### config.mk
export PLATFORM = sky130hd
export DESIGN_NAME = ach_axis
export DESIGN_NICKNAME = d
export VERILOG_FILES = /design/src/ach_pkg.sv /design/src/ach_axis.sv
export SDC_FILE = /design/constraint.sdc
export NUM_CORES = 1
export LEC_CHECK = 0
export ABC_AREA = 1
export BUFFER_PORTS_ARGS = -buffer_cell sky130_fd_sc_hd__buf_2
export CELL_PAD_IN_SITES_DETAIL_PLACEMENT = 0
export CELL_PAD_IN_SITES_GLOBAL_PLACEMENT = 1
export CORE_MARGIN = 1.5
export CORE_UTILIZATION = 51
export DETAILED_ROUTE_END_ITERATION = 7
export PLACE_DENSITY_LB_ADDON = 0.2
export SYNTH_ARGS = -nofsm -noshare
export SYNTH_HDL_FRONTEND = slang
export SYNTH_SLANG_ARGS = --single-unit
### constraint.sdc
create_clock -name clk_i -period 8.25 [get_ports clk_i]
set_input_delay 1.2375 -clock clk_i [delete_from_list [all_inputs] [get_ports clk_i]]
set_output_delay 1.2375 -clock clk_i [all_outputs]
set_load 0.05 [all_outputs]
### src/ach_pkg.sv
// Constants, register map and carrier types of the axis command and status handshake.
// Assumes a single 125 MHz clock and a plain register port with one-cycle strobes.
package ach_pkg;

	// ==========================================================
	// Clock and motion timing.
	localparam int unsigned CLK_HZ              = 125_000_000;
	localparam int unsigned STEP_UM             = 10;
	localparam int unsigned HOME_SPEED_MM_PER_S = 20;
	localparam int unsigned HOME_STEPS_PER_S    = (HOME_SPEED_MM_PER_S * 1000) / STEP_UM;
	localparam int unsigned HOME_STEP_CYCLES    = CLK_HZ / HOME_STEPS_PER_S;
	localparam int unsigned MOVE_STEP_CYCLES    = 2500;

	// ==========================================================
	// Register byte offsets.
	localparam logic [7:0] ADDR_CTRL     = 8'h00;
	localparam logic [7:0] ADDR_TARGET   = 8'h04;
	localparam logic [7:0] ADDR_BAND     = 8'h08;
	localparam logic [7:0] ADDR_OFFSET   = 8'h0C;
	localparam logic [7:0] ADDR_STATUS   = 8'h10;
	localparam logic [7:0] ADDR_POSITION = 8'h14;
	localparam logic [1:0] TABLE_PAGE    = 2'h1;

	// ==========================================================
	// Control fields and reset values.
	localparam int unsigned CTRL_DIRECT   = 0;
	localparam int unsigned CTRL_SVOFF_CL = 1;
	localparam int unsigned CTRL_BAND_CL  = 2;
	localparam logic [2:0]  CTRL_RST      = 3'h0;
	localparam logic [15:0] BAND_RST      = 16'h000A;
	localparam logic [15:0] OFFSET_RST    = 16'h0032;

	// ==========================================================
	// Carrier types.
	typedef struct packed {
		logic fault_clear;
		logic drive_enable;
		logic homing;
		logic position_go;
		logic pause;
	} ach_cmd_s;

	typedef struct packed {
		logic estop;
		logic alarm_cancel;
		logic alarm_cold;
		logic init_done;
		logic end_stop;
	} ach_plant_s;

	typedef enum logic [3:0] {
		ST_IDLE = 4'h1,
		ST_SEEK = 4'h2,
		ST_BACK = 4'h4,
		ST_MOVE = 4'h8
	} ach_state_e;

endpackage : ach_pkg

### src/ach_axis.sv
// Per-axis command and status handshake with a simple stepping position model.
// Host commands and plant conditions arrive from outside the clock domain.
//
// Overview of operation
// - Separate axis bits; one asserted, zero deasserted.
// - Ready after init, regardless of alarm.
// - Emergency flag follows the emergency stop.
// - Alarms never raise the emergency flag.
// - Alarm flag rises on cancel-level alarms.
// - Fault clear removes cancel-level alarm.
// - Cold-start alarm survives fault clear.
// - Fault clear edge while paused discards move.
// - Servo on raises enabled and in-position together.
// - Enable drop stops hard, brake engages.
// - No in-position while paused.
// - Homing starts on rising edge only.
// - Homed holds until reference lost.
// - Homing: in-position low, moving high.
// - Homing seeks end, reverses by offset.
// - Go edge moves to index or register.
// - In-position drops when a move starts.
// - Held go withholds index and in-position.
// - Completion shows index with in-position.
// - Moving ends at in-position or command end.
// - In-position in band, configurable release.
// - Servo off drops in-position temporarily.
// - Completed index limited to 0..15.
// - Pause stops axis, release resumes.
//
// Design decisions made here: the register addresses and the strobed register port.
`timescale 1ns/100ps

module ach_axis #(
	parameter int unsigned HOME_STEP_CYCLES = ach_pkg::HOME_STEP_CYCLES,
	parameter int unsigned MOVE_STEP_CYCLES = ach_pkg::MOVE_STEP_CYCLES
) (
	// Clock and reset.
	input  wire logic             clk_i,
	input  wire logic             rst_n_i,
	// Host commands and selected index.
	input  wire ach_pkg::ach_cmd_s   cmd_i,
	input  wire logic [3:0]       pos_index_i,
	// Plant conditions.
	input  wire ach_pkg::ach_plant_s plant_i,
	// Register port.
	input  wire logic [7:0]       addr_i,
	input  wire logic [31:0]      wr_data_i,
	input  wire logic             wr_en_i,
	input  wire logic             rd_en_i,
	output logic [31:0]           rd_data_o,
	// Status to host.
	output logic                  ctrl_ready_o,
	output logic                  emergency_stop_flag_o,
	output logic                  alarm_flag_o,
	output logic                  drive_enabled_stat_o,
	output logic                  in_position_stat_o,
	output logic                  homed_stat_o,
	output logic                  moving_stat_o,
	output logic [3:0]            done_index_bits_o,
	output logic                  axis_status_led_o,
	// Motor drive.
	output logic                  motor_step_o,
	output logic                  motor_dir_o,
	output logic                  brake_engage_o
);
	import ach_pkg::*;

	// ==========================================================
	// Helper functions.
	function automatic logic [15:0] abs_diff(input logic [15:0] a, input logic [15:0] b);
		abs_diff = (a > b) ? (a - b) : (b - a);
	endfunction : abs_diff

	function automatic logic rise(input logic now, input logic prev);
		rise = now & ~prev;
	endfunction : rise

	// ==========================================================
	// Input synchronisers.
	ach_cmd_s   cmd_meta_reg;
	ach_cmd_s   cmd_reg;
	ach_cmd_s   cmd_prev_reg;
	ach_plant_s pl_meta_reg;
	ach_plant_s pl_reg;
	logic [3:0] idx_meta_reg;
	logic [3:0] idx_reg;

	always_ff @(posedge clk_i) begin
		if (!rst_n_i) begin
			cmd_meta_reg <= '0;
			cmd_reg      <= '0;
			cmd_prev_reg <= '0;
			pl_meta_reg  <= '0;
			pl_reg       <= '0;
			idx_meta_reg <= 4'h0;
			idx_reg      <= 4'h0;
		end else begin
			cmd_meta_reg <= cmd_i;
			cmd_reg      <= cmd_meta_reg;
			cmd_prev_reg <= cmd_reg;
			pl_meta_reg  <= plant_i;
			pl_reg       <= pl_meta_reg;
			idx_meta_reg <= pos_index_i;
			idx_reg      <= idx_meta_reg;
		end
	end

	logic home_rise;
	logic go_rise;
	logic clear_rise;

	assign home_rise  = rise(cmd_reg.homing, cmd_prev_reg.homing);
	assign go_rise    = rise(cmd_reg.position_go, cmd_prev_reg.position_go);
	assign clear_rise = rise(cmd_reg.fault_clear, cmd_prev_reg.fault_clear);

	// ==========================================================
	// Software registers.
	logic [2:0]  ctrl_reg;
	logic [15:0] target_reg;
	logic [15:0] band_reg;
	logic [15:0] offset_reg;
	logic [15:0] table_mem [16];

	always_ff @(posedge clk_i) begin
		if (!rst_n_i) begin
			ctrl_reg   <= CTRL_RST;
			target_reg <= 16'h0000;
			band_reg   <= BAND_RST;
			offset_reg <= OFFSET_RST;
		end else if (wr_en_i) begin
			case (addr_i)
				ADDR_CTRL:   ctrl_reg   <= wr_data_i[2:0];
				ADDR_TARGET: target_reg <= wr_data_i[15:0];
				ADDR_BAND:   band_reg   <= wr_data_i[15:0];
				ADDR_OFFSET: offset_reg <= wr_data_i[15:0];
				default: ;
			endcase
		end
	end

	always_ff @(posedge clk_i) begin
		if (wr_en_i && addr_i[7:6] == TABLE_PAGE) begin
			table_mem[addr_i[5:2]] <= wr_data_i[15:0];
		end
	end

	// ==========================================================
	// Ready, alarm and servo state.
	logic ready_reg;
	logic alm_cancel_reg;
	logic alm_cold_reg;
	logic servo_reg;
	logic servo_next;
	logic alarm;

	assign alarm      = alm_cancel_reg | alm_cold_reg;
	assign servo_next = cmd_reg.drive_enable & ready_reg & ~pl_reg.estop & ~alarm;

	always_ff @(posedge clk_i) begin
		if (!rst_n_i) begin
			ready_reg <= 1'b0;
		end else if (pl_reg.init_done) begin
			ready_reg <= 1'b1;
		end
	end

	always_ff @(posedge clk_i) begin
		if (!rst_n_i) begin
			alm_cancel_reg <= 1'b0;
			alm_cold_reg   <= 1'b0;
		end else begin
			if (pl_reg.alarm_cancel) begin
				alm_cancel_reg <= 1'b1;
			end else if (clear_rise) begin
				alm_cancel_reg <= 1'b0;
			end
			if (pl_reg.alarm_cold) begin
				alm_cold_reg <= 1'b1;
			end
		end
	end

	always_ff @(posedge clk_i) begin
		if (!rst_n_i) begin
			servo_reg <= 1'b0;
		end else begin
			servo_reg <= servo_next;
		end
	end

	// ==========================================================
	// Step timing.
	logic [16:0] tick_cnt_reg;
	logic        tick;
	ach_state_e  state_reg;

	assign tick = (tick_cnt_reg == 17'h00000);

	always_ff @(posedge clk_i) begin
		if (!rst_n_i) begin
			tick_cnt_reg <= 17'h00000;
		end else if (tick) begin
			if (state_reg == ST_MOVE) begin
				tick_cnt_reg <= 17'(MOVE_STEP_CYCLES - 1);
			end else begin
				tick_cnt_reg <= 17'(HOME_STEP_CYCLES - 1);
			end
		end else begin
			tick_cnt_reg <= tick_cnt_reg - 17'h00001;
		end
	end

	// ==========================================================
	// Motion sequencer.
	logic [15:0] pos_reg;
	logic [15:0] goal_reg;
	logic        done_reg;
	logic        homed_reg;
	logic        moving_reg;
	logic [3:0]  idx_latch_reg;
	logic        step_reg;
	logic        dir_reg;
	logic        halt;
	logic        paused;
	logic        in_band;
	logic        in_position_stat_next;
	logic        in_position_stat_reg;
	logic        step_now;

	assign halt     = pl_reg.estop | alarm | ~servo_reg;
	assign paused   = cmd_reg.pause & (state_reg != ST_IDLE);
	assign in_band  = abs_diff(pos_reg, goal_reg) <= band_reg;
	assign step_now = tick & ~paused;
	assign in_position_stat_next = done_reg & servo_reg & ~pl_reg.estop & ~cmd_reg.pause
		& ~cmd_reg.position_go & in_band;

	always_ff @(posedge clk_i) begin
		if (!rst_n_i) begin
			state_reg      <= ST_IDLE;
			pos_reg        <= 16'h0000;
			goal_reg       <= 16'h0000;
			done_reg       <= 1'b0;
			homed_reg      <= 1'b0;
			moving_reg     <= 1'b0;
			idx_latch_reg  <= 4'h0;
			step_reg       <= 1'b0;
			dir_reg        <= 1'b0;
		end else begin
			step_reg       <= 1'b0;
			if (alarm) begin
				homed_reg <= 1'b0;
			end
			if (in_position_stat_next) begin
				moving_reg <= 1'b0;
			end
			if (rise(servo_next, servo_reg) && !done_reg && state_reg == ST_IDLE) begin
				goal_reg <= pos_reg;
				done_reg <= 1'b1;
			end else if (!servo_reg && ctrl_reg[CTRL_SVOFF_CL]) begin
				done_reg <= 1'b0;
			end else if (state_reg == ST_IDLE && !in_band && ctrl_reg[CTRL_BAND_CL]) begin
				done_reg <= 1'b0;
			end
			case (state_reg)
				ST_IDLE: begin
					moving_reg <= 1'b0;
					if (!halt && home_rise) begin
						state_reg  <= ST_SEEK;
						done_reg   <= 1'b0;
						homed_reg  <= 1'b0;
						moving_reg <= 1'b1;
					end else if (!halt && go_rise) begin
						state_reg     <= ST_MOVE;
						done_reg      <= 1'b0;
						moving_reg    <= 1'b1;
						idx_latch_reg <= idx_reg;
						if (ctrl_reg[CTRL_DIRECT]) begin
							goal_reg <= target_reg;
						end else begin
							goal_reg <= table_mem[idx_reg];
						end
					end
				end
				ST_SEEK: begin
					if (halt || (paused && clear_rise)) begin
						state_reg <= ST_IDLE;
					end else if (pl_reg.end_stop) begin
						state_reg <= ST_BACK;
						pos_reg   <= 16'h0000;
						goal_reg  <= offset_reg;
					end else if (step_now) begin
						pos_reg  <= pos_reg - 16'h0001;
						step_reg <= 1'b1;
						dir_reg  <= 1'b0;
					end
				end
				ST_BACK: begin
					if (halt || (paused && clear_rise)) begin
						state_reg <= ST_IDLE;
					end else if (pos_reg == goal_reg) begin
						state_reg <= ST_IDLE;
						pos_reg   <= 16'h0000;
						goal_reg  <= 16'h0000;
						homed_reg <= 1'b1;
						done_reg  <= 1'b1;
					end else if (step_now) begin
						pos_reg  <= pos_reg + 16'h0001;
						step_reg <= 1'b1;
						dir_reg  <= 1'b1;
					end
				end
				ST_MOVE: begin
					if (in_band) begin
						done_reg <= 1'b1;
					end
					if (halt || (paused && clear_rise)) begin
						state_reg <= ST_IDLE;
						if (!in_band) begin
							goal_reg <= pos_reg;
						end
					end else if (pos_reg == goal_reg) begin
						state_reg  <= ST_IDLE;
						moving_reg <= 1'b0;
					end else if (step_now) begin
						step_reg <= 1'b1;
						dir_reg  <= (goal_reg > pos_reg);
						if (goal_reg > pos_reg) begin
							pos_reg <= pos_reg + 16'h0001;
						end else begin
							pos_reg <= pos_reg - 16'h0001;
						end
					end
				end
				default: begin
					state_reg <= ST_IDLE;
				end
			endcase
		end
	end

	// ==========================================================
	// Status outputs, all updated together.
	always_ff @(posedge clk_i) begin
		if (!rst_n_i) begin
			in_position_stat_reg              <= 1'b0;
			ctrl_ready_o          <= 1'b0;
			emergency_stop_flag_o <= 1'b0;
			alarm_flag_o          <= 1'b0;
			drive_enabled_stat_o  <= 1'b0;
			in_position_stat_o    <= 1'b0;
			homed_stat_o          <= 1'b0;
			moving_stat_o         <= 1'b0;
			done_index_bits_o     <= 4'h0;
			axis_status_led_o     <= 1'b0;
			motor_step_o          <= 1'b0;
			motor_dir_o           <= 1'b0;
			brake_engage_o        <= 1'b1;
		end else begin
			in_position_stat_reg              <= in_position_stat_next;
			ctrl_ready_o          <= ready_reg;
			emergency_stop_flag_o <= pl_reg.estop;
			alarm_flag_o          <= alarm;
			drive_enabled_stat_o  <= servo_reg;
			in_position_stat_o    <= in_position_stat_next;
			homed_stat_o          <= homed_reg;
			moving_stat_o         <= moving_reg & ~in_position_stat_next;
			axis_status_led_o     <= servo_reg;
			motor_step_o          <= step_reg;
			motor_dir_o           <= dir_reg;
			brake_engage_o        <= ~servo_reg;
			if (in_position_stat_next && !in_position_stat_reg) begin
				done_index_bits_o <= idx_latch_reg;
			end
		end
	end

	// ==========================================================
	// Register read port.
	always_ff @(posedge clk_i) begin
		if (!rst_n_i) begin
			rd_data_o <= 32'h00000000;
		end else if (rd_en_i) begin
			if (addr_i[7:6] == TABLE_PAGE) begin
				rd_data_o <= {16'h0000, table_mem[addr_i[5:2]]};
			end else begin
				case (addr_i)
					ADDR_CTRL:     rd_data_o <= {29'h0000000, ctrl_reg};
					ADDR_TARGET:   rd_data_o <= {16'h0000, target_reg};
					ADDR_BAND:     rd_data_o <= {16'h0000, band_reg};
					ADDR_OFFSET:   rd_data_o <= {16'h0000, offset_reg};
					ADDR_STATUS:   rd_data_o <= {16'h0000, state_reg, idx_latch_reg, alm_cold_reg,
						alm_cancel_reg, done_reg, homed_reg, moving_reg, servo_reg, pl_reg.estop, ready_reg};
					ADDR_POSITION: rd_data_o <= {16'h0000, pos_reg};
					default:       rd_data_o <= 32'h00000000;
				endcase
			end
		end
	end

endmodule : ach_axis

---- Word level (Yosys, flattened, before mapping) ----
Memories as Yosys holds them, arrays and structs flattened. A register that Yosys moved wholly into a read port is not among the register bits.
Cells that the tools add are included.
word-level totals
  memories ................................ 1
  register bits ........................... 194
  memory bits (writable) .................. 256
  word-level logic and storage cells ...... 223
  output and inout port bits .............. 47
memories
  memory     depth  bits a word  rd ports  clocked after memory_dff  wr ports  RTL line         source
  table_mem  16     16           2         1                         1         ach_axis.sv:122  logic [15:0] table_mem [16];
cells by class
  muxes and demuxes ....................... 75
  equality and inequality tests ........... 26
  bitwise logic cells ..................... 29
  $add $sub $neg .......................... 5
  magnitude comparators ................... 3
  reduce and logical (&&, ||, !) cells .... 29
operators with widths
  cell                                                number
  two-way mux 16 bit                                  23
  one-hot mux 16 bit (6 select lines)                 1
  one-hot mux 16 bit (4 select lines)                 1
  one-hot mux 16 bit (3 select lines)                 1
  two-way mux 1 bit                                   35
  > comparator 16 bit                                 2
  subtractor 16 bit                                   2
  two-way mux 4 bit                                   7
  != test 2 bit, second input constant                9
  logical NOT 17 bit                                  1
  two-way mux 17 bit                                  1
  subtractor 17 x 1 -> 17 bit, second input constant  1
  adder 16 x 1 -> 16 bit, second input constant       1
  == test 16 bit                                      1
  == test 8 x 4 -> 1 bit, second input constant       2
  == test 8 x 5 -> 1 bit, second input constant       2
  less-or-equal comparator 16 bit                     1
  subtractor 16 x 1 -> 16 bit, second input constant  1
  AND 1 bit                                           15
  one-hot mux 4 bit (3 select lines)                  1
  inverter 1 bit                                      11
  logical AND 1 bit                                   10
  AND reduction 10 bit                                1
  != test 3 bit, second input constant                3
  20 further kinds                                    34

---- Longest topological paths before layout ----
Gate-level depths: netlist (run 1).
  word-level depth ........................ 12
  mapped depth ............................ 34

---- Least setup slack after synthesis (run 1) ----
No wires, ideal clock.
  path type ............................... register to register
  from .................................... register pos_reg[5]
  to ...................................... register done_index_bits_o[3]
  period minus slack after synthesis ...... 3.849 ns
  slack ................................... 4.401 ns
  path buffers ............................ 2
  data arrival time ....................... 3.717 ns
  stages on the path, launching flop included .. 26
  library setup time ...................... 0.132 ns
  cells stage by stage .................... dfxtp_1 -> clkbuf_1 -> inv_1 -> ha_1 -> inv_1 -> o21ai_0 -> inv_1 -> nand2_1 -> nand2_1 -> nand2_1 -> nand2_1 -> o211ai_1 -> nand2_1 -> inv_2 -> buf_4 -> nand2_1 -> nand2_1 -> inv_1 -> ha_1 -> nand4_1 -> nor3_1 -> nand3_1 -> a21boi_1 -> nand2_1 -> nand2_1 -> a21oi_1
between the ends
  longest elaborated chain between the ends .. 5
RTL lines
  item                                                             RTL line         source
  start: declaration                                               ach_axis.sv:215  logic [15:0] pos_reg;
  start signal: assignment                                         ach_axis.sv:292  pos_reg <= pos_reg - 16'h0001;
  start signal: assignment                                         ach_axis.sv:307  pos_reg <= pos_reg + 16'h0001;
  start signal: assignment                                         ach_axis.sv:328  pos_reg <= pos_reg + 16'h0001;
  subtractor 16 bit / > comparator 16 bit (equally long branches)  ach_axis.sv:71   abs_diff = (a > b) ? (a - b) : (b - a);
  two-way mux 16 bit (*)                                           ach_axis.sv:71
  less-or-equal comparator 16 bit (*)                              ach_axis.sv:232  assign in_band = abs_diff(pos_reg, goal_reg) <= band_reg;
  AND 1 bit (*)                                                    ach_axis.sv:235  & ~cmd_reg.position_go & in_band;
  logical AND 1 bit (*)                                            ach_axis.sv:371  if (in_position_stat_next && !in_position_stat_reg) begin
  end signal: assignment                                           ach_axis.sv:372  done_index_bits_o <= idx_latch_reg;
  end: declaration                                                 ach_axis.sv:59   output logic [3:0] done_index_bits_o,
Every way passes the cells marked *; elsewhere a longest branch is shown, timed or not.
A chain may end at the register's enable or synchronous reset.

---- Final worst setup path (run 1) ----
  from .................................... register pos_reg[11]
  to ...................................... register done_index_bits_o[2]
Same word-level chain as after synthesis.

==> results.ini, run 1 <==
[layout]
final_cell_mix=711 x nand2_1, 370 x nand3_1, 284 x inv_1
seqCellArea_sq_um=11300
area_growth_pct=9.57
final_area_sq_um=26100
layout.nets=3112
drive_gt1_share_pct=9.41
multi_input_area_sq_um=10700
utilization_pct=57.1
final_common_cell=nand2_1
largest_reg_flops=256
fillers=4248

[sta]
drv_slew=0
maxClockFrequency_mhz=165
fin_skew_ps=34.8
finalCriticalPeriod_ps=6050
hold_ws_ps=407
slew_headroom_pct=21.0
worst_pin_slew_ps=1180
hold_viol=0
rsz0062_at_grt=no
setup_tns_ps=0
setup_viol=0
period_share_pct=73.3

[grt]
grt_first_pass_wirelength_microns=120000
grt_use_total_pct=33.1
grt.overflow.total=0
antenna_found_initial=4
grt_max_degree=85
grt_pass1_vias=20229

[clocking]
clk_latency_ps=610
postCtsHoldBufs=0
post_cts_buffers=0
numCtsBuffers=47
htreeDepth=2
clock_path_buffers=3
cts_resized=0
cts_tree=yes
clock_sinks=434
clock-root-buffer=clkbuf_16
clkTransAtPathRegs_ps=60

[worst_setup_path]
path_depth=21
critical-path-max-stage-delay_ps=670
slowest_stage=ha_1
cp-start-kind=register
rrSetupSlack_ps=2200
worstSetupEndpointType=register
crit_required_ps=8680
worst-path-max-fanout=18
cpMostUsedCell=nand2_1
arrival_ps=6480
critPathBufInv=4
crit_chain=clkinv_1 -> ha_1 -> nand2_2 -> nor2_4 -> nand2_2 -> nor2_4 -> inv_2 -> nand2_1 -> inv_2 -> nand2_1 -> nand2_1 -> inv_1 -> ha_1 -> a21oi_1 -> o21ai_0 -> a21oi_1 -> nand2_1 -> a21boi_1 -> nand2_1 -> nand2_1 -> a21oi_1
worstSetupPathType=reg -> reg
cp_top_family=simple AND/OR/NAND/NOR gates
timing.rr.start=pos_reg[11]
r2r_cells=21
timing.rr.end=done_index_bits_o[2]

[power]
peakVddDrop_uv=577
p_leak_nw=10.9
power.density_nw_per_um2=323

[floorplan]
start_util_pct=52.1
die_area_sq_um=47900
core_area_sq_um=45700
ios=105
die_y_microns=219
die_w_microns=219
rows=78

[drt]
wl_per_cell_microns=21.9
finalWirelength_microns=79800
ant_nets=0
first_pass_iters=6
first_iter_violations=2933
drc=0
vias_per_cell=6.03
vias=21948

[min_path]
hold_depth=2
hold_class=reg -> reg
worst_hold_startpoint=idx_meta_reg[0]
worst_hold_path.endpoint=idx_reg[0]

[yosys]
synthCells=3008
syn_area_per_cell_sq_um=7.91
ys.flop_type=edfxtp_1
async_flop_share_pct=0
yosysSeqAreaShare_pct=47.3
syn_area_sq_um=23800
yosys_warnings=0
synth_edf_count=256
ys_types=51
synth_seq_cells=434

[place]
dpl.hpwl_microns=52300
port_buffers=72
place_area_sq_um=24500
gp_congestion=0.924

[job]
maxCapViolCount=0

[run_status]
status=finished clean

==> metal layers <==
metal	up-vias	share of wire, %	routed length [microns]	track usage [%]
met5	-	0.039	31	0
met4	6	3.4	2750	11.7
met2	1273	41	33100	47.6
li1	10121	-	-	-
met3	180	12	9440	6.40
met1	10368	43	34500	49.3
==> worst max path at each step <==
stage                     start                   end
finish              pos_reg[11]  done_index_bits_o[2]
CTS                 pos_reg[11]  done_index_bits_o[2]
detailed placement  pos_reg[11]  done_index_bits_o[0]
floorplan            pos_reg[5]  done_index_bits_o[3]
global route        pos_reg[11]  done_index_bits_o[2]
global placement    pos_reg[11]  done_index_bits_o[1]
==> synthesized netlist by cell type (6+ instances only) <==
| cell type | instances | share of area (%) |
|---|---|---|
| a211oi_1 | 14 | 0.44 |
| a21oi_1 | 196 | 4.1 |
| a22oi_1 | 129 | 4.1 |
| buf_1 | 26 | 0.41 |
| buf_2 | 37 | 0.78 |
| buf_4 | 21 | 0.66 |
| clkbuf_1 | 94 | 1.5 |
| dfxtp_1 | 178 | 15 |
| edfxtp_1 | 256 | 32 |
| ha_1 | 51 | 2.7 |
| inv_1 | 287 | 4.5 |
| inv_2 | 8 | 0.13 |
| nand2_1 | 711 | 11 |
| nand2_2 | 11 | 0.29 |
| nand3_1 | 370 | 7.8 |
| nand4_1 | 34 | 0.89 |
| nor2_1 | 234 | 3.7 |
| nor3_1 | 22 | 0.46 |
| o211ai_1 | 9 | 0.28 |
| o21ai_0 | 138 | 2.9 |
| o21ai_1 | 20 | 0.42 |
| o21ai_2 | 6 | 0.22 |
| o22ai_1 | 18 | 0.47 |
| or2_2 | 33 | 0.87 |
| xor2_1 | 46 | 1.7 |
==> tightest hold or removal path, delay by kind of cell, from the launching register on <==
family	cells	cell delay, ps
buffers and inverters	1	30
flip-flops	1	290
AND/OR/NAND/NOR	1	50
==> per-stage QoR <==
stage | power [mW] | std cells | setup WS, ps
2_1_floorplan | 5.29 | 3023 | 4400
3_3_place_gp | 6.14 | 3552 | 2420
3_5_place_dp | 6.23 | 3552 | 2390
4_1_cts | 8.38 | 3638 | 2380
5_1_grt | 9.03 | 3638 | 1820
6_report | 8.42 | 3639 | 2200
==> layout make-up <==
type	count	area share, %
Clock inverter	23	0.898
Clock buffer	63	5.10
Sequential cell	434	43.2
Multi-Input combinational cell	2109	41.1
Antenna cell	1	0.00960
Timing Repair Buffer	109	2.46
Inverter	300	4.33
Tap cell	600	2.88
==> power by group <==
part	total, mW	internal (mW)	switching (mW)
registers	2.45	2.37	0.0795
clock network	2.16	1.26	0.898
logic	3.81	1.19	2.62
total	8.42	4.82	3.60
==> kinds of logic (layout without fill, tap and decap cells) <==
logic type | count (synthesis) | count (layout) | share of synthesized area, %
AOI/OAI and AO/OA | 551 | 551 | 13.7
xor gates and xnor gates | 48 | 48 | 1.77
adders and majority gates | 53 | 53 | 2.85
buffers and inverters | 480 | 495 | 8.16
DFF | 434 | 434 | 47.3
other | 1 | 17 | 0.0158
and+or+nand+nor | 1441 | 1441 | 26.2
Note: power is estimated with default switching activity, not from simulation.
==> run 2, diff against run 1 <==
--- a/config.mk
+++ b/config.mk
@@ -10,7 +10,7 @@
 export CELL_PAD_IN_SITES_DETAIL_PLACEMENT = 0
 export CELL_PAD_IN_SITES_GLOBAL_PLACEMENT = 1
 export CORE_MARGIN = 1.5
-export CORE_UTILIZATION = 51
+export CORE_UTILIZATION = 42
 export DETAILED_ROUTE_END_ITERATION = 7
 export PLACE_DENSITY_LB_ADDON = 0.2
 export SYNTH_ARGS = -nofsm -noshare
==> constraint.sdc (replaced) <==
create_clock -name clk_i -period 5.01 [get_ports clk_i]
set_input_delay 0.7515 -clock clk_i [delete_from_list [all_inputs] [get_ports clk_i]]
set_output_delay 0.7515 -clock clk_i [all_outputs]
set_load 0.05 [all_outputs]
==> run 2 against run 1 <==
Setup slack lost 1700 ps. Fmax rose by 33%. Critical path depth rose by 4. Hold slack got worse by 77 ps. First-iteration DRC count decreased by 17%. Cell count rose by 5.6%. Design area increased by 2.1%. Combinational power up 72%. Total power increased by 69%.
==> results.ini, run 2 (synthesis gave the netlist of run 1 again) <==
[grt]
grt_use_total_pct=29.2  ; -3.9 points
grt_first_pass_wirelength_microns=126000  ; +5.4%
grt.overflow.total=0  ; unchanged
antenna_found_initial=3  ; -1
grt_pass1_vias=20125  ; -0.51%
grt_max_degree=82  ; -3.5%

[clocking]
clock_sinks=434  ; unchanged
post_cts_buffers=0  ; unchanged
numCtsBuffers=49  ; +4.3%
htreeDepth=2  ; unchanged
clock_path_buffers=3  ; unchanged
clkTransAtPathRegs_ps=60  ; about the same
cts_tree=yes
postCtsHoldBufs=0  ; unchanged
clock-root-buffer=clkbuf_16
clk_latency_ps=630  ; +20 ps

[place]
gp_congestion=0.913  ; -1.2%
place_area_sq_um=25000  ; +2.1%
dpl.hpwl_microns=57200  ; +9.4%
port_buffers=72  ; unchanged

[power]
power.density_nw_per_um2=534  ; +65%
p_leak_nw=11.1  ; +1.8%
peakVddDrop_uv=469  ; -19%

[drt]
wl_per_cell_microns=22.2  ; +1.4%
finalWirelength_microns=85400  ; +7.0%
vias_per_cell=5.70  ; -5.6%
drc=0  ; unchanged
vias=21880  ; -0.31%
ant_nets=0  ; unchanged
first_pass_iters=6  ; unchanged
first_iter_violations=2432  ; -17%

[floorplan]
core_area_sq_um=56200  ; +23%
rows=87  ; +12%
ios=105  ; unchanged
start_util_pct=42.3  ; -9.7 points
die_w_microns=241  ; +10%
die_y_microns=241  ; +10%
die_area_sq_um=58100  ; +21%

[worst_setup_path]
worst-path-max-fanout=14  ; -4
cp-start-kind=register
crit_required_ps=5520  ; -3160 ps
worstSetupPathType=reg -> reg
arrival_ps=5050  ; -1430 ps
worstSetupEndpointType=register

[sta]
maxClockFrequency_mhz=220  ; +33%
finalCriticalPeriod_ps=4540  ; -1510 ps
rsz0062_at_grt=yes
period_share_pct=90.6  ; +17 points
worst_pin_slew_ps=1230  ; +46.8 ps
fin_skew_ps=37.6  ; +2.79 ps
drv_slew=0  ; unchanged
hold_ws_ps=330  ; -77.4 ps
setup_viol=0  ; unchanged
hold_viol=0  ; unchanged
slew_headroom_pct=17.9  ; -3.1 points

[layout]
layout.nets=3155  ; +1.4%
diodes=0  ; -1
largest_reg_flops=256  ; unchanged
final_common_cell=nand2_1
area_growth_pct=11.9
drive_gt1_share_pct=10.8  ; +1.3 points
seqCellArea_sq_um=11300  ; unchanged
multi_input_area_sq_um=10700  ; +0.12%
fillers=5546  ; +31%
final_area_sq_um=26600  ; +2.1%
final_cell_mix=711 x nand2_1, 369 x nand3_1, 284 x inv_1

[job]
maxCapViolCount=0  ; unchanged

[run_status]
status=finished clean

[min_path]
hold_class=in -> reg

==> run 2: path summary, 6_finish.rpt <==
kind	from	to	slack, ps	depth (start not counted)
setup / recovery	pos_reg[3]	moving_reg	470	25
setup reg to reg	pos_reg[3]	moving_reg	470	25
hold reg to reg	pl_meta_reg[1]	pl_reg[1]	410	2
hold / removal	plant_i[3]	pl_meta_reg[3]	330	3
==> run 2: final cells by class <==
cell class | count | share of cell area (%)
sequential | 434 | 42.3
clock inverter | 28 | 1.11
clock buffer | 64 | 4.89
tap | 756 | 3.55
multi-input combinational | 2109 | 40.3
inverter | 300 | 4.25
timing repair buffer | 150 | 3.56
==> run 2: layer usage <==
layer | vias up | wire length (microns) | part of all wire (%) | global-route usage, %
li1 | 10227 | - | - | -
met1 | 10374 | 37700 | 44 | 42.5
met2 | 1103 | 36100 | 42 | 42.9
met3 | 172 | 8870 | 10 | 6.49
met4 | 4 | 2680 | 3.1 | 9.13
met5 | - | 27 | 0.032 | 0
==> run 2: report_power, final <==
| part | switching [mW] | total (mW) | internal (mW) | leakage (nW) |
|---|---|---|---|---|
| combinational | 4.38 | 6.57 | 2.19 | 6.53 |
| clock | 1.56 | 3.62 | 2.06 | 0.770 |
| sequential | 0.120 | 4.02 | 3.90 | 3.75 |
| total | 6.06 | 14.2 | 8.15 | 11.1 |
==> run 2: through the flow <==
step / worst slack (ps) / TNS (ps) / total power [mW] / utilization (%) / cells
after CTS: 487 / 0 / 14.2 / 47.4 / 3841
after global placement: 554 / 0 / 10.5 / 44.5 / 3749
after detailed placement: 526 / 0 / 10.6 / 44.5 / 3749
after global routing: -18.5 / -24.3 / 15.3 / 47.4 / 3841
final: 472 / 0 / 14.2 / 47.4 / 3841
after floorplan: 1160 / 0 / 8.72 / - / 3023
==> run 2: worst max-delay path, cell delays in order, from the launching register on <==
cell	delay, ps
dfxtp_1	550
inv_1	150
ha_1	440
nand3_1	110
nand2_1	150
nand2_1	70
nand2_1	130
nand2_1	60
nand2_1	120
nand2_1	70
o211ai_1	100
nand2_1	270
inv_2	260
nand2_1	70
nand2_1	70
inv_1	40
ha_1	280
nand2_1	80
nor3_1	310
nand2_1	110
nand2_1	280
a21boi_1	160
buf_4	190
nor3_1	200
nand2_1	70
o21ai_0	80
==> run 2: repair_timing <==
action	CTS	global route
endpoints found under the setup margin	0	15
hold endpoints to repair	0	0
gates resized for setup	0	2
